**config.mk**
```make
export PLATFORM = sky130hd
export DESIGN_NAME = clb_bus_if
export DESIGN_NICKNAME = d
export VERILOG_FILES = /design/src/clb_pkg.sv /design/src/clb_bus_if.sv
export SDC_FILE = /design/constraint.sdc
export NUM_CORES = 1
export LEC_CHECK = 0
export BUFFER_PORTS_ARGS = -buffer_cell sky130_fd_sc_hd__buf_2
export CELL_PAD_IN_SITES_DETAIL_PLACEMENT = 1
export CELL_PAD_IN_SITES_GLOBAL_PLACEMENT = 1
export CORE_MARGIN = 2
export CORE_UTILIZATION = 30
export DETAILED_ROUTE_END_ITERATION = 12
export PLACE_DENSITY_LB_ADDON = 0.12
export SLEW_MARGIN = 20
export SYNTH_ARGS = -nofsm -noshare
export SYNTH_HDL_FRONTEND = slang
export SYNTH_SLANG_ARGS = --single-unit
```
**constraint.sdc**
```tcl
create_clock -name clk -period 4.7 [get_ports clk]
set_clock_uncertainty 0.1 [all_clocks]
set_input_delay 0.235 -clock clk [delete_from_list [all_inputs] [get_ports clk]]
set_output_delay 0.235 -clock clk [all_outputs]
set_load 0.03 [all_outputs]
```
**src/clb_pkg.sv**
```systemverilog
// Package with constants, encodings and carrier types for the local bus interface.
`default_nettype none
package clb_pkg;
	localparam int ADDR_W = 24;
	localparam int DATA_W = 16;
	localparam int VEC_W = 8;
	localparam int IO_HI_LSB = 16;
	localparam int IO_HI_MSB = 23;
	localparam logic [7:0] NMI_VECTOR = 8'h02;
	localparam int NMI_MIN_CLK = 4;
	localparam int MASKABLE_IRQ_LEAD_PCYC = 2;
	localparam int INTA_CYCLES = 2;
	localparam logic [1:0] ST_INTA = 2'h0;
	localparam logic [1:0] ST_HALT = 2'h0;
	localparam logic [1:0] ST_READ = 2'h1;
	localparam logic [1:0] ST_WRITE = 2'h2;
	localparam logic [1:0] ST_IDLE = 2'h3;

	typedef enum logic [2:0]
	{
		CLB_MEM_RD,
		CLB_MEM_WR,
		CLB_IO_RD,
		CLB_IO_WR,
		CLB_FETCH,
		CLB_HALT,
		CLB_SHUTDOWN
	} clb_kind_e;

	typedef struct packed
	{
		clb_kind_e           kind;
		logic [ADDR_W-1:0]   addr;
		logic [DATA_W-1:0]   wdata;
		logic                word;
		logic                lock;
	} clb_req_s;

	typedef struct packed
	{
		logic [DATA_W-1:0]   rdata;
		logic                is_vector;
	} clb_rsp_s;

	typedef struct packed
	{
		logic [1:0]          status_n;
		logic                mem_io;
		logic                code_intack_select;
		logic                lock_n;
		logic                upper_byte_enable_n;
		logic [ADDR_W-1:0]   addr;
	} clb_pins_s;
endpackage
`default_nettype wire

```
**src/clb_bus_if.sv**
```systemverilog
// Local bus master interface: cycle sequencing, hold handover and interrupt intake.
`timescale 1ns/1ps
`default_nettype none

// Summary of operation
// - Processor clock is system clock halved.
// - Reset release realigns the divider phase.
// - Sample data on reads, drive on writes.
// - Address out; upper eight bits low for I/O.
// - Upper enable and A0 encode byte lanes.
// - Either status low marks the status state.
// - Code-low status encodings: acknowledge, halt, memory data.
// - Code-high encodings: I/O and fetch; 11 idle.
// - Memory select high for memory and halt.
// - Lock asserted on prefix, swap, acknowledge, tables.
// - Cycle ends only when ready goes low.
// - Ready ignored during hold acknowledge.
// - Float drivers first, then acknowledge hold.
// - Release bus when hold request drops.
// - Hold signals active high, request asynchronous.
// - All bus outputs float while holding.
// - Maskable request level, gated by enable flag.
// - Two acknowledge cycles fetch eight-bit vector.
// - Sample each processor cycle, two-cycle lead.
// - Non-maskable uses vector two, no acknowledge.
// - Non-maskable edge needs four low, four high.
module clb_bus_if
(
	input  wire logic               clk,
	input  wire logic               arst_n,
	input  wire logic               req_valid,
	output logic                    req_ready,
	input  wire clb_pkg::clb_req_s  req,
	output logic                    rsp_valid,
	input  wire logic               rsp_ready,
	output clb_pkg::clb_rsp_s       rsp,
	input  wire logic               irq_enable,
	input  wire logic               instr_end_soon,
	output logic                    irq_take,
	output logic                    nmi_take,
	output logic [7:0]              irq_vector,
	output clb_pkg::clb_pins_s      pins,
	output logic                    pins_oe,
	input  wire logic [15:0]        data_in,
	output logic [15:0]             data_out,
	output logic                    data_oe,
	input  wire logic               ready_n,
	input  wire logic               hold_req,
	output logic                    bus_grant_ack,
	input  wire logic               maskable_irq,
	input  wire logic               nmi_req
);
	import clb_pkg::*;

	typedef enum logic [2:0] {S_IDLE, S_STATUS, S_CMD, S_FLOAT, S_HOLD} clb_state_e;

	////////////////////////////////////////////////////////////////////////
	// Input synchronisers.
	logic [2:0] sync1_q;
	logic [2:0] sync2_q;
	always_ff @(posedge clk or negedge arst_n)
	begin
		if (!arst_n)
		begin
			sync1_q <= 3'h0;
			sync2_q <= 3'h0;
		end
		else
		begin
			sync1_q <= {nmi_req, maskable_irq, hold_req};
			sync2_q <= sync1_q;
		end
	end
	logic hold_s, maskable_irq_s, nmi_s;
	assign hold_s = sync2_q[0];
	assign maskable_irq_s = sync2_q[1];
	assign nmi_s = sync2_q[2];

	////////////////////////////////////////////////////////////////////////
	// Processor clock phase; reset release restarts it at phase one.
	logic phase_q;
	always_ff @(posedge clk or negedge arst_n)
	begin
		if (!arst_n)
			phase_q <= 1'b0;
		else
			phase_q <= ~phase_q;
	end
	logic pcyc;
	assign pcyc = phase_q;

	////////////////////////////////////////////////////////////////////////
	// Two-entry request buffer.
	clb_req_s buf_q [2];
	logic [1:0] cnt_q;
	logic rd_q, wr_q;
	logic pop;
	assign req_ready = (cnt_q != 2'h2);
	always_ff @(posedge clk or negedge arst_n)
	begin
		if (!arst_n)
		begin
			cnt_q <= 2'h0;
			rd_q <= 1'b0;
			wr_q <= 1'b0;
		end
		else
		begin
			if (req_valid && req_ready)
			begin
				buf_q[wr_q] <= req;
				wr_q <= ~wr_q;
			end
			if (pop)
				rd_q <= ~rd_q;
			cnt_q <= cnt_q + {1'b0, req_valid && req_ready} - {1'b0, pop};
		end
	end

	////////////////////////////////////////////////////////////////////////
	// Cycle status encoding.
	function automatic logic [3:0] enc_status(input clb_kind_e k, input logic inta);
		// Returns {code_intack_select, mem_io, status1_n, status0_n}.
		if (inta)
			return {1'b0, 1'b0, ST_INTA};
		case (k)
			CLB_MEM_RD:   return {1'b0, 1'b1, ST_READ};
			CLB_MEM_WR:   return {1'b0, 1'b1, ST_WRITE};
			CLB_HALT,
			CLB_SHUTDOWN: return {1'b0, 1'b1, ST_HALT};
			CLB_IO_RD:    return {1'b1, 1'b0, ST_READ};
			CLB_IO_WR:    return {1'b1, 1'b0, ST_WRITE};
			CLB_FETCH:    return {1'b1, 1'b1, ST_READ};
			default:      return {1'b0, 1'b0, ST_IDLE};
		endcase
	endfunction

	////////////////////////////////////////////////////////////////////////
	// Interrupt intake.
	logic maskable_irq_seen_q, maskable_irq_lead_q, nmi_pend_q;
	logic [2:0] nmi_lo_q, nmi_hi_q;
	logic inta_run_q, inta_idx_q;
	logic rsp_full;
	always_ff @(posedge clk or negedge arst_n)
	begin
		if (!arst_n)
		begin
			maskable_irq_seen_q <= 1'b0;
			maskable_irq_lead_q <= 1'b0;
			nmi_pend_q <= 1'b0;
			nmi_lo_q <= 3'h0;
			nmi_hi_q <= 3'h0;
		end
		else
		begin
			if (pcyc)
			begin
				maskable_irq_seen_q <= maskable_irq_s && irq_enable;
				maskable_irq_lead_q <= maskable_irq_seen_q && maskable_irq_s && irq_enable;
			end
			if (nmi_s)
				nmi_hi_q <= (nmi_hi_q == 3'(NMI_MIN_CLK)) ? nmi_hi_q : nmi_hi_q + 3'h1;
			else
				nmi_hi_q <= 3'h0;
			if (!nmi_s)
				nmi_lo_q <= (nmi_lo_q == 3'(NMI_MIN_CLK)) ? nmi_lo_q : nmi_lo_q + 3'h1;
			else if (nmi_hi_q == 3'(NMI_MIN_CLK - 1) && nmi_pend_q == 1'b0)
				nmi_lo_q <= 3'h0;
			if (nmi_s && nmi_hi_q == 3'(NMI_MIN_CLK - 1) && nmi_lo_q == 3'(NMI_MIN_CLK))
				nmi_pend_q <= 1'b1;
			else if (nmi_take)
				nmi_pend_q <= 1'b0;
		end
	end
	assign nmi_take = nmi_pend_q && instr_end_soon && !inta_run_q;
	logic irq_start;
	assign irq_start = maskable_irq_lead_q && instr_end_soon && !inta_run_q && !nmi_pend_q;
	assign irq_take = irq_start;

	////////////////////////////////////////////////////////////////////////
	// Bus cycle sequencer and hold handover.
	clb_state_e state_q;
	clb_req_s cur_q;
	logic [7:0] vec_q;
	clb_rsp_s rsp_q;
	logic rsp_v_q;
	logic cur_inta_q;
	assign rsp_full = rsp_v_q && !rsp_ready;
	assign pop = (state_q == S_IDLE) && pcyc && !hold_s && !inta_run_q && !irq_start && !rsp_full && cnt_q != 2'h0;
	always_ff @(posedge clk or negedge arst_n)
	begin
		if (!arst_n)
		begin
			state_q <= S_IDLE;
			cur_q <= '0;
			cur_inta_q <= 1'b0;
			inta_run_q <= 1'b0;
			inta_idx_q <= 1'b0;
			vec_q <= 8'h00;
			rsp_q <= '0;
			rsp_v_q <= 1'b0;
		end
		else
		begin
			if (rsp_v_q && rsp_ready)
				rsp_v_q <= 1'b0;
			if (irq_start)
			begin
				inta_run_q <= 1'b1;
				inta_idx_q <= 1'b0;
			end
			case (state_q)
				S_IDLE:
				begin
					if (hold_s && pcyc)
						state_q <= S_FLOAT;
					else if (pcyc && inta_run_q && !rsp_full)
					begin
						cur_inta_q <= 1'b1;
						cur_q.lock <= 1'b1;
						cur_q.word <= 1'b0;
						state_q <= S_STATUS;
					end
					else if (pop)
					begin
						cur_q <= buf_q[rd_q];
						cur_inta_q <= 1'b0;
						state_q <= S_STATUS;
					end
				end
				S_STATUS:
					if (pcyc)
						state_q <= S_CMD;
				S_CMD:
					if (!ready_n && pcyc)
					begin
						state_q <= S_IDLE;
						if (cur_inta_q)
						begin
							inta_idx_q <= ~inta_idx_q;
							if (inta_idx_q)
							begin
								inta_run_q <= 1'b0;
								vec_q <= data_in[7:0];
								rsp_q <= '{rdata: {8'h00, data_in[7:0]}, is_vector: 1'b1};
								rsp_v_q <= 1'b1;
							end
						end
						else
						begin
							rsp_q <= '{rdata: data_in, is_vector: 1'b0};
							rsp_v_q <= 1'b1;
						end
					end
				S_FLOAT:
					state_q <= S_HOLD;
				S_HOLD:
					if (!hold_s)
						state_q <= S_IDLE;
				default:
					state_q <= S_IDLE;
			endcase
		end
	end
	assign rsp_valid = rsp_v_q;
	assign rsp = rsp_q;

	////////////////////////////////////////////////////////////////////////
	// Pin drive.
	logic [3:0] enc;
	logic is_io, is_wr;
	assign enc = enc_status(cur_q.kind, cur_inta_q);
	assign is_io = !cur_inta_q && (cur_q.kind == CLB_IO_RD || cur_q.kind == CLB_IO_WR);
	assign is_wr = !cur_inta_q && (cur_q.kind == CLB_MEM_WR || cur_q.kind == CLB_IO_WR);
	logic active;
	assign active = (state_q == S_STATUS) || (state_q == S_CMD);
	always_ff @(posedge clk or negedge arst_n)
	begin
		if (!arst_n)
		begin
			pins <= '{status_n: ST_IDLE, mem_io: 1'b0, code_intack_select: 1'b0, lock_n: 1'b1,
			          upper_byte_enable_n: 1'b1, addr: {ADDR_W{1'b1}}};
			pins_oe <= 1'b1;
			data_out <= 16'h0000;
			data_oe <= 1'b0;
			bus_grant_ack <= 1'b0;
			irq_vector <= 8'h00;
		end
		else
		begin
			pins.status_n <= (state_q == S_STATUS) ? enc[1:0] : ST_IDLE;
			pins.code_intack_select <= enc[3];
			pins.mem_io <= enc[2];
			pins.lock_n <= !(active && cur_q.lock);
			pins.upper_byte_enable_n <= !(cur_q.word || cur_q.addr[0]);
			pins.addr <= cur_q.addr;
			if (is_io)
				pins.addr[IO_HI_MSB:IO_HI_LSB] <= 8'h00;
			if (cur_q.kind == CLB_HALT && !cur_inta_q)
				pins.addr[1] <= 1'b1;
			if (cur_q.kind == CLB_SHUTDOWN && !cur_inta_q)
				pins.addr[1] <= 1'b0;
			pins_oe <= !(state_q == S_FLOAT || state_q == S_HOLD);
			data_out <= cur_q.wdata;
			data_oe <= (state_q == S_CMD) && is_wr;
			bus_grant_ack <= (state_q == S_HOLD) && hold_s;
			if (nmi_take)
				irq_vector <= NMI_VECTOR;
			else if (rsp_v_q && rsp_q.is_vector)
				irq_vector <= vec_q;
		end
	end
endmodule
`default_nettype wire

```
==> results.py <==
metrics = {
    "logic_synthesis": {
        "synth.net_count": 665,
        "synth_seq_cells": 244,
        "yosysSeqAreaShare_pct": 73.6,
        "avgSynthCellArea_um2": 15.3,
        "synthTopCellsByArea": "dfrtp_1 (35%), edfxtp_1 (30%), dfstp_2 (8.5%), mux2i_1 (5.1%), o21ai_2 (4.2%)",
        "synthDistinctLibCells": 52,
        "syn_area_um2": 8960,
        "yosysMostFrequentCell": "dfrtp_1",
        "syn_inst": 587,
        "synth_edf_count": 90,
        "yosys_most_used_dff": "dfrtp_1",
        "synth_warnings": 0,
        "yosys.area.top_type_share_pct": 34.9,
        "async_flop_share_pct": 63.1,
        "yosys.area.top_type": "dfrtp_1",
        "synth_commonest_cells": "dfrtp_1 (125), edfxtp_1 (90), nand2_1 (83)",
    },
    "clock_tree": {
        "clockBufferDepth": 3,
        "cts.sinks": 244,
        "path_clk_slew_ns": 0.06,
        "clockRootBuffer": "clkbuf_16",
        "clkLatencyLatePin_ns": 0.52,
        "numCtsBuffers": 27,
        "cts_max_level": 1,
        "cts_tree": "built",
    },
    "pwr": {
        "ir_drop_uv": 300,
        "switching_share_pct": 33.6,
        "p_per_area_nw_per_um2": 651,
        "p_int_w": 0.00506,
        "combPwrFrac_pct": 28.2,
        "p_leak_nw": 5.13,
        "pwr-share-clk_pct": 28.9,
        "p_switching_w": 0.00256,
        "seqPwrFrac_pct": 43.0,
    },
    "floorplan": {
        "dieWidth_um": 177,
        "io_pins": 149,
        "core-area_um2": 29500,
        "rows": 63,
        "initial_core_util_pct": 30.4,
        "die_h_um": 177,
        "dieArea_um2": 31300,
    },
    "sta": {
        "finalHoldViolCount": 0,
        "hold_slack_ns": 0.0323,
        "setup-tns-final_ns": 0,
        "maxSlewViolCount": 0,
        "rsz0062_at_grt": "false",
        "setup_viol": 0,
        "fmax_ghz": 0.401,
        "period_share_pct": 53.0,
        "fin_crit_ns": 2.49,
        "slew-limit-headroom_pct": 44.1,
        "tightest_slew_ns": 0.838,
    },
    "layout": {
        "nets": 889,
        "layout-drive-gt1-share_pct": 35.9,
        "post-route-util_pct": 39.7,
        "area_growth_pct": 30.7,
    },
    "critical_path": {
        "path_class": "input pin to flip-flop",
        "critPathSlowestCell": "and4_2",
        "start_kind": "input pin",
        "required_ns": 4.78,
        "crit_arrival_ns": 2.58,
        "path_cells": "dlygate4sd3_1 -> buf_6 -> and4_2 -> buf_4",
        "max_stage_delay_ns": 0.78,
        "ff2ff_setup_slack_ns": 2.28,
        "cp-end-kind": "flip-flop",
        "worst-path-max-fanout": 72,
    },
    "hold_path": {
        "worstHoldPathType": "input pin to flip-flop",
    },
    "drt": {
        "drtIter0Drc": 171,
        "ant_nets": 0,
        "drt_drc_violations_left": 0,
        "wl_per_cell_um": 15.3,
        "vias_per_cell": 4.26,
        "drt_pass1_iterations": 4,
        "vias": 5204,
        "wl_mm": 18.7,
    },
    "outcome": {
        "status": "completed",
    },
    "grt": {
        "grt_pass1_vias": 5791,
        "antenna_found_initial": 1,
        "grt_usage_pct": 12.3,
        "grt_pass1_wl_mm": 30.6,
        "grt-ovfl-total": 0,
        "grt_max_degree": 90,
    },
    "placed_design": {
        "gp_congestion": 0.715,
        "port_buffers": 148,
        "hpwl_mm": 12.3,
    },
    "flow_run": {
        "cap_violations": 0,
    },
}
metrics by stage:
stage | total power (W) | cells | instance area (um^2) | worst slack, ns
2_1_floorplan | 0.00482 | 587 | 8960 | 1.50
3_3_place_gp | 0.00538 | 1104 | 10100 | 2.17
3_5_place_dp | 0.00547 | 1104 | 10100 | 2.14
4_1_cts | 0.00777 | 1221 | 11700 | 2.12
5_1_grt | 0.00809 | 1222 | 11700 | 2.01
6_report | 0.00762 | 1222 | 11700 | 2.21
layout make-up:
cell class                      count  area [um^2]
Fill cell                        3050        17800
Tap cell                          390          488
Timing Repair Buffer              221         1470
Clock buffer                       35          768
Clock inverter                     14          178
Sequential cell                   244         6590
Antenna cell                        1         2.50
Multi-Input combinational cell    304         2150
Inverter                           13         48.8
worst max-delay path: cells and delay by family:
kind | cells | cell delay [ns]
buffers and inverters | 3 | 1.50
and+or+nand+nor | 1 | 0.78
worst paths after layout:
path,cells past startpoint,startpoint,end
min in group asynchronous,2,arst_n,sync2_q[2]$_DFF_PN0_
worst max-delay path,4,arst_n,buf_q[1][4]$_DFFE_PP_
worst min-delay path,3,req_valid,wr_q$_DFFE_PN0P_
worst min register to register,0,sync1_q[2]$_DFF_PN0_,sync2_q[2]$_DFF_PN0_
max in group asynchronous,3,arst_n,rd_q$_DFFE_PN0P_
worst max register to register,8,state_q[2]$_DFFE_PN0P_,cnt_q[1]$_DFF_PN0_
registers in the layout, indices dropped and copies added (netlist names), 2 cells and up:
name,flops
buf_q,90
cur_q,45
pins,30
rsp,17
data_out,16
irq_vector,8
vec_q,8
nmi_hi_q,3
nmi_lo_q,3
state_q,3
sync1_q,3
sync2_q,3
cnt_q,2
power groups by stage:
stage | Combinational (W) | Clock (W) | Sequential [W]
after floorplan | 0.00106 | 0 | 0.00376
after global placement | 0.00208 | 0 | 0.00329
after detailed placement | 0.00215 | 0 | 0.00332
after CTS | 0.00220 | 0.00228 | 0.00329
after global routing | 0.00235 | 0.00236 | 0.00337
final | 0.00215 | 0.00220 | 0.00327
cells in the final DEF (no fill, tap or decap), drive strengths merged, types with 7 or more instances in the layout:
cell / synthesis / routed
nand3: 14 / 14
mux2: 17 / 17
clkinv: 0 / 8
dfstp: 29 / 29
dfrtp: 125 / 125
dlygate4sd3: 0 / 68
a21oi: 13 / 13
inv: 13 / 14
nor2b: 11 / 11
o21ai: 64 / 64
mux2i: 46 / 46
clkbuf: 11 / 35
xnor2: 7 / 7
nand2: 83 / 83
buf: 15 / 153
edfxtp: 90 / 90
ha: 7 / 7
cell families (layout without fill, tap and decap cells):
family	after synthesis	count (layout)	share of synthesized area (%)
flip-flops	244	244	73.6
buffers and inverters	39	283	2.58
other	0	1	0
adder cells (fa/ha/maj)	7	7	0.978
multiplexers	63	63	7.28
XOR/XNOR	8	8	0.866
AND/OR/NAND/NOR	136	136	7.42
AO/OA/AOI/OAI	90	90	7.28
routing by layer:
metal  global-route usage [%]  vias up  wire (um)
met3                     3.31       28       1160
li1                         -     2513          -
met4                     3.48        0        346
met1                     15.1     2541       8060
met5                        0        -          0
met2                     21.5      122       9180
timing repair:
action                                 CTS  global route
setup buffers                            0             0
resized for setup                        0             0
endpoints found under the hold margin  179             0
hold buffers                            68             0
Note: power is estimated with default switching activity, not from simulation.
